===== src/design/uds_regs.vh =====
// Register offsets, field positions, reset values and timing for the USB status block
`ifndef UDS_REGS_VH
`define UDS_REGS_VH

// Register offsets (word index on the plain register port)
`define UDS_CTRL_ADDR 4'h0
`define UDS_STATUS_ADDR 4'h1
`define UDS_MASK_ADDR 4'h2
`define UDS_EP0_ADDR 4'h3

// Control register fields
`define UDS_CTRL_EP0_IE 0
`define UDS_CTRL_EP1_IE 1
`define UDS_CTRL_WAKE 5
`define UDS_CTRL_CLK_GATE 6

// Status register fields
`define UDS_ST_CONFIG 0
`define UDS_ST_REQUEST 1
`define UDS_ST_FRAME 2
`define UDS_ST_SETTING 3
`define UDS_ST_BUS_RESET 4
`define UDS_ST_WAKE 5
`define UDS_ST_SLEEP 6

// Mask register fields (bit 0 is the write-only halt force)
`define UDS_MK_HALT 0

// Endpoint 0 register fields
`define UDS_EP0_COUNT_LSB 0
`define UDS_EP0_TX_ARMED 4
`define UDS_EP0_TX_DONE 5
`define UDS_EP0_RX_PENDING 6
`define UDS_EP0_RX_DONE 7

// Reset values
`define UDS_RESET_BYTE 8'h00
`define UDS_RESET_NIBBLE 4'h0

// Token reply codes
`define UDS_REPLY_NONE 2'h0
`define UDS_REPLY_DATA 2'h1
`define UDS_REPLY_NAK 2'h2
`define UDS_REPLY_STALL 2'h3

// Timing: 3 ms of 100 MHz cycles, resume one cycle longer
`define UDS_IDLE_CYCLES 20'h493e0
`define UDS_RESUME_CYCLES 20'h493e1
`define UDS_TIMER_W 20

`endif


===== src/design/uds_sync2.v =====
// Two-flop synchroniser for one pin
`timescale 1ns/10ps
module uds_sync2 (
   input wire ref_clk_i,
   input wire rstn_i,
   input wire d_i,
   output reg q_o
);
   reg meta;

   always @(posedge ref_clk_i) begin
      if (!rstn_i) begin
         meta <= 1'b0;
         q_o <= 1'b0;
      end else begin
         meta <= d_i;
         q_o <= meta;
      end
   end
endmodule


===== src/design/uds_timer.v =====
// Cycle timer that pulses after every LIMIT cycles while run_i stays high
`timescale 1ns/10ps
`include "uds_regs.vh"
module uds_timer #(
   parameter [`UDS_TIMER_W-1:0] LIMIT = 20'h003e8
) (
   input wire ref_clk_i,
   input wire rstn_i,
   input wire run_i,
   output reg done_o
);
   reg [`UDS_TIMER_W-1:0] count;
   wire at_end;

   assign at_end = (count == LIMIT - {{(`UDS_TIMER_W-1){1'b0}}, 1'b1});

   always @(posedge ref_clk_i) begin
      if (!rstn_i) begin
         count <= {`UDS_TIMER_W{1'b0}};
         done_o <= 1'b0;
      end else if (!run_i) begin
         count <= {`UDS_TIMER_W{1'b0}};
         done_o <= 1'b0;
      end else if (at_end) begin
         count <= {`UDS_TIMER_W{1'b0}};
         done_o <= 1'b1;
      end else begin
         count <= count + {{(`UDS_TIMER_W-1){1'b0}}, 1'b1};
         done_o <= 1'b0;
      end
   end
endmodule


===== src/design/uds_status_ep0.v =====
// USB device status, event masks and endpoint 0 handshake control
`timescale 1ns/10ps
`include "uds_regs.vh"
module uds_status_ep0 #(
   parameter [`UDS_TIMER_W-1:0] IDLE_CYCLES = `UDS_IDLE_CYCLES,
   parameter [`UDS_TIMER_W-1:0] RESUME_CYCLES = `UDS_RESUME_CYCLES
) (
   input wire ref_clk_i,
   input wire rstn_i,
   input wire [3:0] addr_i,
   input wire [7:0] wdata_i,
   input wire wr_i,
   input wire rd_i,
   output reg [7:0] rdata_o,
   input wire dp_i,
   input wire dm_i,
   output reg dp_o,
   output reg dm_o,
   output reg dp_oe_o,
   output reg dm_oe_o,
   input wire setup_req_i,
   input wire setup_pkt_i,
   input wire sof_i,
   input wire config_set_i,
   input wire config_value_i,
   input wire remote_wake_en_i,
   input wire bus_reset_i,
   input wire reset_redirect_i,
   input wire in_token_i,
   input wire in_ack_i,
   input wire out_token_i,
   input wire out_ok_i,
   input wire [3:0] out_count_i,
   input wire [3:0] ep_done_i,
   output reg reply_valid_o,
   output reg [1:0] reply_code_o,
   output reg [3:0] tx_count_o,
   output reg irq_o,
   output reg cpu_reset_req_o,
   output reg usb_clk_en_o,
   output reg suspended_o
);
   localparam [1:0] ST_ACTIVE = 2'h0;
   localparam [1:0] ST_SUSPEND = 2'h1;
   localparam [1:0] ST_RESUME = 2'h2;

   // Flag update: hardware set wins over a software zero write
   function flag_next;
      input cur;
      input set;
      input clr;
      begin
         flag_next = set | (cur & ~clr);
      end
   endfunction

   // Register select for one access strobe
   function hit;
      input strobe;
      input [3:0] addr;
      input [3:0] target;
      begin
         hit = strobe & (addr == target);
      end
   endfunction

   reg [1:0] state;
   reg [1:0] next_state;
   reg config_num;
   reg request_flag;
   reg frame_start_flag;
   reg setting_change_flag;
   reg bus_reset_flag;
   reg wake_activity_flag;
   reg bus_sleep_flag;
   reg request_irq_mask;
   reg frame_start_irq_mask;
   reg setting_change_irq_mask;
   reg bus_reset_irq_mask;
   reg wake_activity_irq_mask;
   reg bus_sleep_irq_mask;
   reg ep_zero_halt_force;
   reg ep_zero_done_irq_enable;
   reg [3:0] endpoint_done_irq_enable;
   reg module_clock_gate;
   reg [3:0] ep_zero_rx_count;
   reg [3:0] ep_zero_tx_count;
   reg ep_zero_tx_armed;
   reg ep_zero_tx_done;
   reg ep_zero_rx_pending;
   reg ep_zero_rx_done;

   wire dp_s;
   wire dm_s;
   wire line_j;
   wire idle_done;
   wire resume_done;
   wire wr_ctrl;
   wire wr_status;
   wire wr_mask;
   wire wr_ep0;
   wire wake_req;
   wire go_sleep;
   wire activity;
   wire irq_any;

   uds_sync2 u_sync_dp (
      .ref_clk_i(ref_clk_i),
      .rstn_i(rstn_i),
      .d_i(dp_i),
      .q_o(dp_s)
   );

   uds_sync2 u_sync_dm (
      .ref_clk_i(ref_clk_i),
      .rstn_i(rstn_i),
      .d_i(dm_i),
      .q_o(dm_s)
   );

   // Full-speed idle is the J state
   assign line_j = dp_s & ~dm_s;

   uds_timer #(.LIMIT(IDLE_CYCLES)) u_idle_timer (
      .ref_clk_i(ref_clk_i),
      .rstn_i(rstn_i),
      .run_i((state == ST_ACTIVE) & line_j),
      .done_o(idle_done)
   );

   uds_timer #(.LIMIT(RESUME_CYCLES)) u_resume_timer (
      .ref_clk_i(ref_clk_i),
      .rstn_i(rstn_i),
      .run_i(state == ST_RESUME),
      .done_o(resume_done)
   );

   assign wr_ctrl = hit(wr_i, addr_i, `UDS_CTRL_ADDR);
   assign wr_status = hit(wr_i, addr_i, `UDS_STATUS_ADDR);
   assign wr_mask = hit(wr_i, addr_i, `UDS_MASK_ADDR);
   assign wr_ep0 = hit(wr_i, addr_i, `UDS_EP0_ADDR);

   assign wake_req = wr_ctrl & wdata_i[`UDS_CTRL_WAKE] & remote_wake_en_i;
   assign go_sleep = (state == ST_ACTIVE) & idle_done;
   assign activity = (state == ST_SUSPEND) & ~wake_req & ~line_j;

   // Link power state
   always @* begin
      next_state = state;
      case (state)
         ST_ACTIVE: begin
            if (idle_done) begin
               next_state = ST_SUSPEND;
            end
         end
         ST_SUSPEND: begin
            if (wake_req) begin
               next_state = ST_RESUME;
            end else if (~line_j) begin
               next_state = ST_ACTIVE;
            end
         end
         ST_RESUME: begin
            if (resume_done) begin
               next_state = ST_ACTIVE;
            end
         end
         default: begin
            next_state = ST_ACTIVE;
         end
      endcase
   end

   always @(posedge ref_clk_i) begin
      if (!rstn_i) begin
         state <= ST_ACTIVE;
         dp_o <= 1'b0;
         dm_o <= 1'b0;
         dp_oe_o <= 1'b0;
         dm_oe_o <= 1'b0;
         suspended_o <= 1'b0;
      end else begin
         state <= next_state;
         // K state: D+ low, D- high, driven only during resume
         dp_o <= 1'b0;
         dm_o <= (next_state == ST_RESUME);
         dp_oe_o <= (next_state == ST_RESUME);
         dm_oe_o <= (next_state == ST_RESUME);
         suspended_o <= (next_state == ST_SUSPEND);
      end
   end

   // Control register
   always @(posedge ref_clk_i) begin
      if (!rstn_i) begin
         ep_zero_done_irq_enable <= 1'b0;
         endpoint_done_irq_enable <= `UDS_RESET_NIBBLE;
         module_clock_gate <= 1'b0;
         usb_clk_en_o <= 1'b0;
      end else begin
         if (wr_ctrl) begin
            ep_zero_done_irq_enable <= wdata_i[`UDS_CTRL_EP0_IE];
            endpoint_done_irq_enable <= wdata_i[`UDS_CTRL_EP1_IE+3:`UDS_CTRL_EP1_IE];
            module_clock_gate <= wdata_i[`UDS_CTRL_CLK_GATE];
         end
         usb_clk_en_o <= wr_ctrl ? wdata_i[`UDS_CTRL_CLK_GATE] : module_clock_gate;
      end
   end

   // Bus status flags
   always @(posedge ref_clk_i) begin
      if (!rstn_i) begin
         config_num <= 1'b0;
         request_flag <= 1'b0;
         frame_start_flag <= 1'b0;
         setting_change_flag <= 1'b0;
         bus_reset_flag <= 1'b0;
         wake_activity_flag <= 1'b0;
         bus_sleep_flag <= 1'b0;
      end else begin
         if (config_set_i) begin
            config_num <= config_value_i;
         end
         request_flag <= flag_next(request_flag, setup_req_i,
            wr_status & ~wdata_i[`UDS_ST_REQUEST]);
         frame_start_flag <= flag_next(frame_start_flag, sof_i,
            wr_status & ~wdata_i[`UDS_ST_FRAME]);
         setting_change_flag <= flag_next(setting_change_flag, config_set_i,
            wr_status & ~wdata_i[`UDS_ST_SETTING]);
         bus_reset_flag <= flag_next(bus_reset_flag, bus_reset_i,
            wr_status & ~wdata_i[`UDS_ST_BUS_RESET]);
         wake_activity_flag <= flag_next(wake_activity_flag, activity,
            wr_status & ~wdata_i[`UDS_ST_WAKE]);
         bus_sleep_flag <= flag_next(bus_sleep_flag, go_sleep,
            wr_status & ~wdata_i[`UDS_ST_SLEEP]);
      end
   end

   // Interrupt masks
   always @(posedge ref_clk_i) begin
      if (!rstn_i) begin
         request_irq_mask <= 1'b0;
         frame_start_irq_mask <= 1'b0;
         setting_change_irq_mask <= 1'b0;
         bus_reset_irq_mask <= 1'b0;
         wake_activity_irq_mask <= 1'b0;
         bus_sleep_irq_mask <= 1'b0;
      end else if (wr_mask) begin
         request_irq_mask <= wdata_i[`UDS_ST_REQUEST];
         frame_start_irq_mask <= wdata_i[`UDS_ST_FRAME];
         setting_change_irq_mask <= wdata_i[`UDS_ST_SETTING];
         bus_reset_irq_mask <= wdata_i[`UDS_ST_BUS_RESET];
         wake_activity_irq_mask <= wdata_i[`UDS_ST_WAKE];
         bus_sleep_irq_mask <= wdata_i[`UDS_ST_SLEEP];
      end
   end

   // Endpoint 0 control and status
   always @(posedge ref_clk_i) begin
      if (!rstn_i) begin
         ep_zero_halt_force <= 1'b0;
         ep_zero_rx_count <= `UDS_RESET_NIBBLE;
         ep_zero_tx_count <= `UDS_RESET_NIBBLE;
         ep_zero_tx_armed <= 1'b0;
         ep_zero_tx_done <= 1'b0;
         ep_zero_rx_pending <= 1'b0;
         ep_zero_rx_done <= 1'b0;
      end else begin
         // Halt force: set by a one write, cleared only by SETUP
         if (wr_mask & wdata_i[`UDS_MK_HALT]) begin
            ep_zero_halt_force <= 1'b1;
         end else if (setup_pkt_i) begin
            ep_zero_halt_force <= 1'b0;
         end
         if (wr_ep0) begin
            ep_zero_tx_count <= wdata_i[`UDS_EP0_COUNT_LSB+3:`UDS_EP0_COUNT_LSB];
         end
         if (out_ok_i | setup_pkt_i) begin
            ep_zero_rx_count <= out_count_i;
         end
         // Software write to the armed bit wins over a hardware clear in the same cycle
         if (wr_ep0) begin
            ep_zero_tx_armed <= wdata_i[`UDS_EP0_TX_ARMED];
         end else if (in_ack_i | setup_pkt_i) begin
            ep_zero_tx_armed <= 1'b0;
         end
         ep_zero_tx_done <= flag_next(ep_zero_tx_done, in_ack_i,
            wr_ep0 & ~wdata_i[`UDS_EP0_TX_DONE]);
         ep_zero_rx_pending <= flag_next(ep_zero_rx_pending, out_ok_i,
            wr_ep0 & ~wdata_i[`UDS_EP0_RX_PENDING]);
         ep_zero_rx_done <= flag_next(ep_zero_rx_done, out_ok_i | setup_pkt_i,
            wr_ep0 & ~wdata_i[`UDS_EP0_RX_DONE]);
      end
   end

   // Token replies for endpoint 0
   always @(posedge ref_clk_i) begin
      if (!rstn_i) begin
         reply_valid_o <= 1'b0;
         reply_code_o <= `UDS_REPLY_NONE;
         tx_count_o <= `UDS_RESET_NIBBLE;
      end else begin
         reply_valid_o <= in_token_i | out_token_i;
         tx_count_o <= ep_zero_tx_count;
         if (in_token_i) begin
            if (ep_zero_halt_force) begin
               reply_code_o <= `UDS_REPLY_STALL;
            end else if (ep_zero_tx_done | ~ep_zero_tx_armed) begin
               reply_code_o <= `UDS_REPLY_NAK;
            end else begin
               reply_code_o <= `UDS_REPLY_DATA;
            end
         end else if (out_token_i) begin
            if (ep_zero_halt_force) begin
               reply_code_o <= `UDS_REPLY_STALL;
            end else if (ep_zero_rx_done | ep_zero_rx_pending) begin
               reply_code_o <= `UDS_REPLY_NAK;
            end else begin
               reply_code_o <= `UDS_REPLY_DATA;
            end
         end else begin
            reply_code_o <= `UDS_REPLY_NONE;
         end
      end
   end

   // Interrupt request and internal reset request
   assign irq_any = (request_flag & request_irq_mask)
      | (frame_start_flag & frame_start_irq_mask)
      | (setting_change_flag & setting_change_irq_mask)
      | (wake_activity_flag & wake_activity_irq_mask)
      | (bus_sleep_flag & bus_sleep_irq_mask)
      | (bus_reset_flag & reset_redirect_i & bus_reset_irq_mask)
      | (ep_zero_done_irq_enable & (ep_zero_tx_done | ep_zero_rx_done))
      | (|(endpoint_done_irq_enable & ep_done_i));

   always @(posedge ref_clk_i) begin
      if (!rstn_i) begin
         irq_o <= 1'b0;
         cpu_reset_req_o <= 1'b0;
      end else begin
         irq_o <= irq_any;
         cpu_reset_req_o <= bus_reset_i & ~reset_redirect_i;
      end
   end

   // Register read port, data one cycle after the strobe
   always @(posedge ref_clk_i) begin
      if (!rstn_i) begin
         rdata_o <= `UDS_RESET_BYTE;
      end else if (rd_i) begin
         case (addr_i)
            `UDS_CTRL_ADDR: begin
               // Wake bit always reads zero
               rdata_o <= {1'b0, module_clock_gate, 1'b0, endpoint_done_irq_enable,
                  ep_zero_done_irq_enable};
            end
            `UDS_STATUS_ADDR: begin
               rdata_o <= {1'b0, bus_sleep_flag, wake_activity_flag, bus_reset_flag,
                  setting_change_flag, frame_start_flag, request_flag, config_num};
            end
            `UDS_MASK_ADDR: begin
               rdata_o <= {1'b0, bus_sleep_irq_mask, wake_activity_irq_mask,
                  bus_reset_irq_mask, setting_change_irq_mask, frame_start_irq_mask,
                  request_irq_mask, 1'b0};
            end
            `UDS_EP0_ADDR: begin
               rdata_o <= {ep_zero_rx_done, ep_zero_rx_pending, ep_zero_tx_done,
                  ep_zero_tx_armed, ep_zero_rx_count};
            end
            default: begin
               rdata_o <= `UDS_RESET_BYTE;
            end
         endcase
      end else begin
         rdata_o <= `UDS_RESET_BYTE;
      end
   end

endmodule


===== config.mk =====
export PLATFORM = sky130hd
export DESIGN_NAME = uds_status_ep0
export DESIGN_NICKNAME = d
export VERILOG_FILES = /design/src/design/uds_sync2.v /design/src/design/uds_timer.v /design/src/design/uds_status_ep0.v
export VERILOG_INCLUDE_DIRS = /design/src /design/src/design
export SDC_FILE = /design/constraint.sdc
export NUM_CORES = 1
export LEC_CHECK = 0
export BUFFER_PORTS_ARGS = -buffer_cell sky130_fd_sc_hd__clkbuf_2
export CORE_ASPECT_RATIO = 0.6
export CORE_UTILIZATION = 61
export DETAILED_ROUTE_END_ITERATION = 7
export GPL_ROUTABILITY_DRIVEN = 0
export PLACE_DENSITY = 0.84
export SYNTH_ARGS = -nofsm -noshare
export SYNTH_HDL_FRONTEND = slang
export SYNTH_SLANG_ARGS = --single-unit
export TNS_END_PERCENT = 5

===== constraint.sdc =====
create_clock -name ref_clk_i -period 4.8 [get_ports ref_clk_i]
set_input_delay 0.96 -clock ref_clk_i [delete_from_list [all_inputs] [get_ports ref_clk_i]]
set_output_delay 0.96 -clock ref_clk_i [all_outputs]
set_load 0.05 [all_outputs]

# Word level (Yosys, flattened, before mapping)
# Cells that the tools add are included.
# Widths: inputs -> output; s select.
[word_totals]
regBits = 99
input_bits = 38
output_inout_bits = 23
word_cells = 165
[op_classes]
add_sub_neg = 2
eq_ne = 9
n_mux = 18
bitwise = 86
reduce_logical = 10
[op_table]
columns = ["operator", "n"]
rows = [
  ["$add 20x1->20 const B", 2],
  ["$eq 20x19->1 const B", 2],
  ["$and 1x1->1", 39],
  ["$pmux 8 s4", 1],
  ["$not 1->1", 24],
  ["$or 1x1->1", 22],
  ["$mux 2", 10],
  ["$eq 4x2->1 const B", 2],
  ["$mux 1", 6],
  ["$pmux 2 s3", 1],
  ["$reduce_and 2->1", 3],
  ["$reduce_or 3->1", 2],
  ["$and 4x4->4", 1],
  ["$eq 2x1->1 const B", 2],
  ["$eq 2x2->1 const B", 2],
  ["$eq 4x1->1 const B", 1],
  ["$logic_not 4->1", 1],
  ["$reduce_bool 2->1", 2],
  ["$reduce_or 4->1", 1],
  ["$logic_not 2->1", 1],
]

# Logic depth before layout (Yosys ltp)
# Gate-level depths: netlist (run 1).
[logic_depth]
word_depth = 8
ltp_mapped = 7
ltp_nobuf = 6

# Hierarchy
# A second synthesis (run 1) with hierarchy kept.
[unflattened]
cells_unflattened = 485
hier_area_um2 = 4267.8
[by_module_without_submodules]
columns = ["mod", "instances", "cells_per_inst", "area_per_inst_um2", "seq_area_each_um2"]
rows = [
  ["uds_status_ep0", 1, 249, 2184.6, 1061.0],
  ["uds_timer at u_idle_timer", 1, 117, 997.2, 420.4],
  ["uds_timer at u_resume_timer", 1, 111, 980.9, 420.4],
  ["uds_sync2", 2, 4, 52.6, 40.0],
]

# Worst setup path before layout (run 1)
# No wires, ideal clock.
[synth_path]
kind = "input-to-reg"
startpoint = "input addr_i[3]"
endpoint = "register state[0]"
setup_time_ns = 0.117
arrival_time_ns = 2.122
required_ns = 4.683
setup_slack_ns = 2.562
stages = 5
n_path_buf = 1
path_cell_list = "nor3b_1 -> nor3b_1 -> buf_2 -> nand3_1 -> a22o_1"
[synth_via]
elab_chain_len = 6
[synth_lines]
columns = ["element", "line_no", "text"]
rows = [
  ["start, declared", "uds_status_ep0.v:10", "input wire [3:0] addr_i,"],
  ["$logic_not 4->1", "uds_status_ep0.v:63", "hit = strobe & (addr == target);"],
  ["$and 1x1->1", "uds_status_ep0.v:63", ""],
  ["$and 1x1->1 (2 in a row)", "uds_status_ep0.v:143", "assign wake_req = wr_ctrl & wdata_i[`UDS_CTRL_WAKE] & remote_wake_en_i;"],
  ["$mux 2", "uds_status_ep0.v:157", "if (wake_req) begin"],
  ["$pmux 2 s3", "uds_status_ep0.v:150", "case (state)"],
  ["end signal, assigned", "uds_status_ep0.v:183", "state <= next_state;"],
  ["end, declared", "uds_status_ep0.v:67", "reg [1:0] state;"],
]
# No other way between the ends.
# A chain may end at the register's enable or synchronous reset.

# Worst setup path after layout (run 1)
[layout_path]
startpoint = "input rstn_i"
endpoint = "register u_idle_timer.count[19]"
[layout_via]
elab_chain_len = 2
[layout_lines]
columns = ["element", "line_no", "text"]
rows = [
  ["start, declared", "uds_status_ep0.v:9", "input wire rstn_i,"],
  ["$not 1->1 (no source line)", "-", ""],
  ["$reduce_or 3->1 (no source line)", "-", ""],
  ["end signal, assigned", "uds_timer.v:19", "count <= {`UDS_TIMER_W{1'b0}};"],
  ["end signal, assigned", "uds_timer.v:22", "count <= {`UDS_TIMER_W{1'b0}};"],
  ["end signal, assigned", "uds_timer.v:25", "count <= {`UDS_TIMER_W{1'b0}};"],
  ["end, declared", "uds_timer.v:12", "reg [`UDS_TIMER_W-1:0] count;"],
]
# No other way between the ends.

==> metrics list, run 1 <==
- The biggest area contributor in the post-synthesis netlist is dfxtp_1.
- In this run the cell area measured after placement is 4450 um^2.
- Number of detailed-routing iterations run before antenna repair: 5
- Grt total ovfl: 0
- Fillcell total: between 400 and 500
* Number of buffers added on ports: between 50 and 60
* Vias in the first global route: about 3300
* Number of buffers inserted to repair setup after CTS: 0
* Initial DRC Count: around 320
* Register Area: 1980 um^2
* Cell row count: 22
- Counting along the longest clock path gives a buffer depth of 2.
- 0 antenna diodes ended up in the layout.
* Final non-filler cell area: roughly 4700 um^2
* Area contributors post-synth: dfxtp_1, nor2_1, mux2i_1
* Final cell utilization of the core: 0.747
- Root buffer cell: clkbuf_16
- Post-route fraction of the period consumed by the critical path: 0.518
- Share of layout cells above drive strength 1: 0.178
* Aggregate global-route resource usage: 0.298
- Data arrival, critical path: around 2.8 ns
- Per-instance average area after synthesis: ~9.4 um^2
* Class of the worst hold path: flip-flop to flip-flop
* Clock-pin slew on the worst setup and hold paths: about 0.060 ns
- The routed design could run at a clock period as short as about 2.5 ns.
- Number of unique standard cell types used by synthesis: 47
- The analysis attributes to cell leakage a power of 1.75 nW.
- Max-slew headroom: 0.436
- R2R Path Start: u_resume_timer.count[0]
* Count of H-tree levels built during CTS: 3
* Worst Setup Start Kind: input pin
- Cell area power density: around 340 nW/um^2
* Maximum single-stage delay on the critical path: between 0.6 and 0.7 ns
- Final-report max-slew violation count: 0
- Run status: finished clean
- Post-CTS resize count: 0
* Critical path required time: 5.06 ns
- Count of warnings emitted by yosys: 0
* Final Hold Vio Count: 0
* Cell breakdown of the critical path: clkbuf_2 -> nand2b_1 -> nor3_1 -> o21ai_2 -> a21oi_1
* Height of the chip: 65.8 um
* Number of enable flip-flop cells after synthesis: 0
- Count of antenna-violating nets left after detailed routing: 0
- Standard cell core area: roughly 6300 um^2
- Effective utilization at floorplan: 0.653
* Footprint of the multi-input gates: 2010 um^2
- Placement-stage worst setup slack: 1.96 ns
* Share of the synthesized area in the top cell type: 0.480
* Total power of the final layout: between 1.5 and 2 mW
- Number of buffers and inverters on the critical path: 1
- between 60 and 70 I/O pins were placed.
* Setup total negative slack: 0 ns
- Most frequent cells after synthesis: dfxtp_1, nor2_1, nand3_1
- TritonCTS Sinks: a little under 100
- Kind of capture point of the worst setup path: flip-flop
- Dividing the detail-routed via count by the number of cells gives ~6.
* Clock tree from TritonCTS: done
- The HPWL after detailed placement is ~7000 um.
- Detailed routing inserted a total of 3448 vias.
- The clock arrives with just under 0.01 ns of skew.
* Register bit count reported by yosys: 99
- Including well taps, the total number of placed cells is 562.
- Per-cell routed wire length: 16.9 um
- At the later pin of the worst-skew pair, clock insertion delay measures 0.35 ns.
- By instance count, the leading cell after synthesis is dfxtp_1.
- In the synthesized netlist, the number of instances is roughly 440.
- CTS Hold Bufs: 0
* Post-route non-filler standard cell count: roughly 580
* Setup slack after layout: between 2 and 2.5 ns
* Crit path max fanout: between 40 and 50
- Number of design rule violations left after detail routing: 0
- The first global-routing pass estimated between 15000 and 20000 um of wire.
- Pin count of the biggest net entering global routing: 50
- For this block, the routed nets add up to about 9700 um of wire.
- Die W: 108 um
* Synthesized net count: 480
* Origin of the worst setup path: rstn_i
- Setup repair after global routing left no endpoint under its margin.
* Share of flip-flops with an asynchronous set or reset: 0
* Area added between synthesis and finish: 14.4%
- Antenna violations before repair: 0
- The share of the Yosys chip area taken by registers is 0.480.
* Hold slack final: between 0.4 and 0.5 ns
- Final-stage net count: between 500 and 600
- The startpoint identified for the worst hold timing path is u_sync_dm.meta.
- IR analysis of the VDD net gives a maximum drop of around 0.29 mV.
- Based on the critical path, the design can be clocked at up to roughly 0.40 GHz.
* Kind of cell adding the most delay to the critical path: buffers and inverters
* Most instantiated flip-flop cell in the synthesis netlist: dfxtp_1
- Total of endpoints with negative setup slack in the final report: 0
* Worst-Margin Slew: 0.845 ns
- Critical path type: input pin to flip-flop
* Number of buffers added by the clock tree synthesis step: 9
- The slowest stage of the critical path is the clkbuf_2 cell.
- The die covers between 7000 and 8000 um^2.
- Across the run, the number of max-cap violations was 0.
* Mapped cell area: between 4000 and 5000 um^2
[power breakdown]
group / internal, mW / total, mW / switching, mW
Sequential: 0.834 / 0.843 / 0.00864
Combinational: 0.0325 / 0.0832 / 0.0507
Clock: 0.368 / 0.684 / 0.316
[per-layer routing]
metal | vias up | part of all wire | GRT usage
met5 | - | 0 | 0
met4 | 0 | 0.010 | 0.0845
met3 | 11 | 0.084 | 0.0784
met2 | 138 | 0.44 | 0.458
met1 | 1657 | 0.47 | 0.414
li1 | 1642 | - | -
[cell type report]
cell class / count / area share
Multi-Input combinational cell: 307 / 0.425
Clock buffer: 11 / 0.0513
Clock inverter: 5 / 0.00794
Tap cell: 84 / 0.0222
Inverter: 11 / 0.00873
Timing Repair Buffer: 61 / 0.0656
Sequential cell: 99 / 0.419
[flip-flops by register name, summed over array words and instances (netlist names), 2 cells and up]
signal and cells:
u_idle_timer.count 20, ep_zero_rx_count 4, u_resume_timer.count 20, rdata_o 8, tx_count_o 4, ep_zero_tx_count 4
state 2, endpoint_done_irq_enable 4, reply_code_o 2
[cell usage in the layout (no fill, tap or decap), types with 15 or more instances in the layout]
cell      Yosys  routed
nor2_1       52      52
xnor2_1      15      15
mux2i_1      18      18
clkbuf_2      0      59
o21ai_0      15      15
nor2b_1      22      22
nand3_1      25      25
dfxtp_1      99      99
nand4_1      15      15
nor3_1       16      16
nand2_1      17      17
[cell families (layout without fill, tap and decap cells)]
| group | count (synthesis) | after routing | share of synthesized area |
|---|---|---|---|
| xor+xnor | 28 | 28 | 0.0593 |
| buf+inv | 33 | 88 | 0.0354 |
| simple gates | 195 | 195 | 0.254 |
| compound gates | 56 | 56 | 0.0884 |
| flops | 99 | 99 | 0.480 |
| fa+ha+maj | 3 | 3 | 0.00908 |
| mux | 24 | 24 | 0.0736 |
| other cells | 1 | 1 | 0.000907 |
[final timing paths]
path	end	slack, ns	cells after the start
worst max-delay path	u_idle_timer.count[19]	2.31	5
worst min-delay path	u_sync_dm.q_o	0.44	1
worst min register to register	u_sync_dm.q_o	0.44	1
worst max register to register	u_resume_timer.count[4]	2.57	7
Power figures use the tool's default switching activity.
==> inputs of run 2 (changes only) <==
- CORE_UTILIZATION: 61 -> 56
- PLACE_DENSITY: 0.84 -> 0.78
- clock period: 4.8 -> 2.3 ns (I/O delays scaled with it)
==> metrics list, run 2 (same netlist as run 1, synthesis figures left out) <==
- The via count of the first global-routing pass came to 2974 (was 3260).
- Highest achievable clock rate: 0.524 GHz
* Hold slack final: 0.292 ns (was 0.435 ns)
- Commonest non-fill, non-tap cell in the layout: dfxtp_1 (unchanged)
* Post-route non-filler standard cell count: 588 (was 578)
- The core footprint came to 6910 um^2 (was 6330 um^2).
* Vias/cell: 5.77 (was 5.97)
* Die W: 113 um (was 108 um)
* Fin Clk Skew: 0.00764 ns (was 0.00969 ns)
* Min cycle time layout: 1.91 ns
* Fillcell total: 557 (was 455)
* Count of H-tree levels built during CTS: 3 (unchanged)
* Pin count of the biggest net entering global routing: 49 (was 50)
- The placed wire-length estimate was 6580 um (was 6970 um).
- GR met1 Demand/Resource: 0.350 (was 0.414)
* Commonest non-fill, non-tap cells in the layout: dfxtp_1, clkbuf_2, nor2_1 (unchanged)
- The required time reported for the critical path endpoint was 2.58 ns (was 5.06 ns).
* Worst Setup Start Kind: flip-flop (was input pin)
- The peak supply drop came to 0.395 mV (was 0.291 mV).
- The detailed-routing iteration count for the pre-antenna-repair pass came to 7 (was 5).
* Die area: 7740 um^2 (was 7120 um^2)
- Biggest registers after layout: u_idle_timer.count: 20 flops, u_resume_timer.count: 20 flops, rdata_o: 8 flops (unchanged).
- Leakage power of the design: 1.80 nW (was 1.75 nW)
- TritonCTS Sinks: 99 (unchanged)
* Number of cells in the design after placement: 572 (was 562)
- Class of the worst hold path: input pin to flip-flop (was flip-flop to flip-flop)
- The number of placement rows came to 23 (was 22).
- Worst-Margin Slew: 0.501 ns (was 0.845 ns)
- Initial DRC Count: 327 (was 319)
- The total count of hold-check failures in the final report is 0 (unchanged).
- The count of instances resized after the clock tree is built came to 0 (unchanged).
- Number of buffers inserted to repair setup after CTS: 0 (unchanged)
- The met2 layer usage reported by global route is 0.375 (was 0.458).
* Final-report max-slew violation count: 0 (unchanged)
* Design internal power: 2.69 mW (was 1.23 mW)
* Net Sw Frac: 0.219 (was 0.233)
- The fraction of layout cells with a size suffix above 1 was 0.188 (was 0.178).
- Number of buffers added on ports: 59 (unchanged)
* Effective utilization at floorplan: 0.598 (was 0.653)
* CTS max path bufs: 2 (unchanged)
- The number of antenna-violating nets in the routed design came to 0 (unchanged).
* Total power of the final layout: 3.44 mW (was 1.61 mW)
- First-pass GRT wire length: 14600 um (was 15800 um)
- Antenna violations before repair: 0 (unchanged)
- Crit path max fanout: 6 (was 49)
- Area added between synthesis and finish: 16.1% (was 14.4%)
* # IOs: 61 (unchanged)
- Run status: finished clean (unchanged)
- The final routed wire length divided by cell count was 16.0 um (was 16.9 um).
- Final cell utilization of the core: 0.695 (was 0.747)
- Final-stage net count: 537 (was 530)
- The setup TNS came to 0 ns (unchanged).
- Critical path type: flip-flop to flip-flop (was input pin to flip-flop)
- Layer carrying the most global-route usage: met2 (unchanged)
- Clock tree from TritonCTS: done (unchanged)
* Overall routed net length: 9400 um (was 9750 um)
- The type of element capturing the critical path is a flip-flop (unchanged).
* Total of endpoints with negative setup slack in the final report: 0 (unchanged)
* Setup repair after global routing missed its margin: false (unchanged)
* Cell area power density: 716 nW/um^2 (was 340 nW/um^2)
* CTS Hold Bufs: 0 (unchanged)
- Clock-pin slew on the worst setup and hold paths: 0.06 ns (about the same)
* Height of the chip: 68.5 um (was 65.8 um)
- The number of vias after detailed routing came to 3395 (was 3448).
- The switching power was 751 uW (was 375 uW).
- Number of buffers added by the clock tree synthesis step: 9 (unchanged)
- The data arrival time of the critical path came to 2.18 ns (was 2.75 ns).
* Met3 Use GR: 0.0865 (was 0.0784)
- Post-route fraction of the period consumed by the critical path: 0.830
- The total routing resource utilization after global routing was 0.257 (was 0.298).
- Grt total ovfl: 0 (unchanged)
* Root buffer cell: clkbuf_16 (unchanged)
* Clock share of power: 0.438 (was 0.425)
- The fraction of power consumed by combinational cells was 0.050 (was 0.052).
* Reported max-cap violation count: 0 (unchanged)
- Number of design rule violations left after detail routing: 0 (unchanged)
* Antenna diode count: 0 (unchanged)
* Max-slew headroom: 0.665 (was 0.436)
- Relative contribution of sequential cells to total power: 0.512 (was 0.524)
- Clk Latency, worst-skew pair: 0.35 ns (about the same)
[run 2: cell count changes in the layout (fill, tap and decap cells not counted), sizes merged]
cell	previous run	this run
buf	2	9
bufinv	0	1
clkbuf	70	71
clkinvlp	2	0
[run 2: metal layers]
| layer | vias to the layer above | routed length [um] |
|---|---|---|
| li1 | 1657 | - |
| met1 | 1575 | 4530 |
| met2 | 145 | 3850 |
| met3 | 18 | 830 |
| met4 | 0 | 187 |
| met5 | - | 0 |
[run 2: worst paths after layout]
path                                          endpoint  slack (ns)                  start  cells after the start
worst max-delay path            u_idle_timer.count[16]        0.39  u_idle_timer.count[0]                      5
worst min-delay path                   cpu_reset_req_o        0.29       reset_redirect_i                      2
worst max register to register  u_idle_timer.count[16]        0.39  u_idle_timer.count[0]                      5
worst min register to register           u_sync_dp.q_o        0.44         u_sync_dp.meta                      1
[run 2: worst max-delay path: stages, from the launching register on]
cell and delay, ns:
dfxtp_1 0.40, ha_1 0.23, and4_1 0.34, nand2_1 0.16, or4_1 0.53, a21oi_1 0.17
[run 2: per-stage QoR]
step / setup slack, ns / area [um^2]
after global placement: 0.481 / 4500
after global routing: 0.285 / 4800
after floorplan: 0.562 / 4130
after CTS: 0.396 / 4800
after detailed placement: 0.411 / 4500
final: 0.392 / 4800
[run 2: power groups by stage]
stage                     clock [mW]  sequential [mW]  combinational [mW]
final                           1.51             1.76               0.171
after global routing            1.60             1.76               0.186
after CTS                       1.53             1.76               0.172
after detailed placement           0             1.80               0.171
after global placement             0             1.80               0.167
after floorplan                    0             1.81              0.0833
[run 2: final cells by class]
| class | count | area, um^2 | share of cell area |
|---|---|---|---|
| tap | 87 | 109 | 0.0227 |
| multi-input combinational | 307 | 2010 | 0.419 |
| inverter | 11 | 41.3 | 0.00860 |
| timing repair buffer | 68 | 363 | 0.0756 |
| sequential | 99 | 1980 | 0.413 |
| clock inverter | 4 | 48.8 | 0.0102 |
| clock buffer | 12 | 246 | 0.0514 |
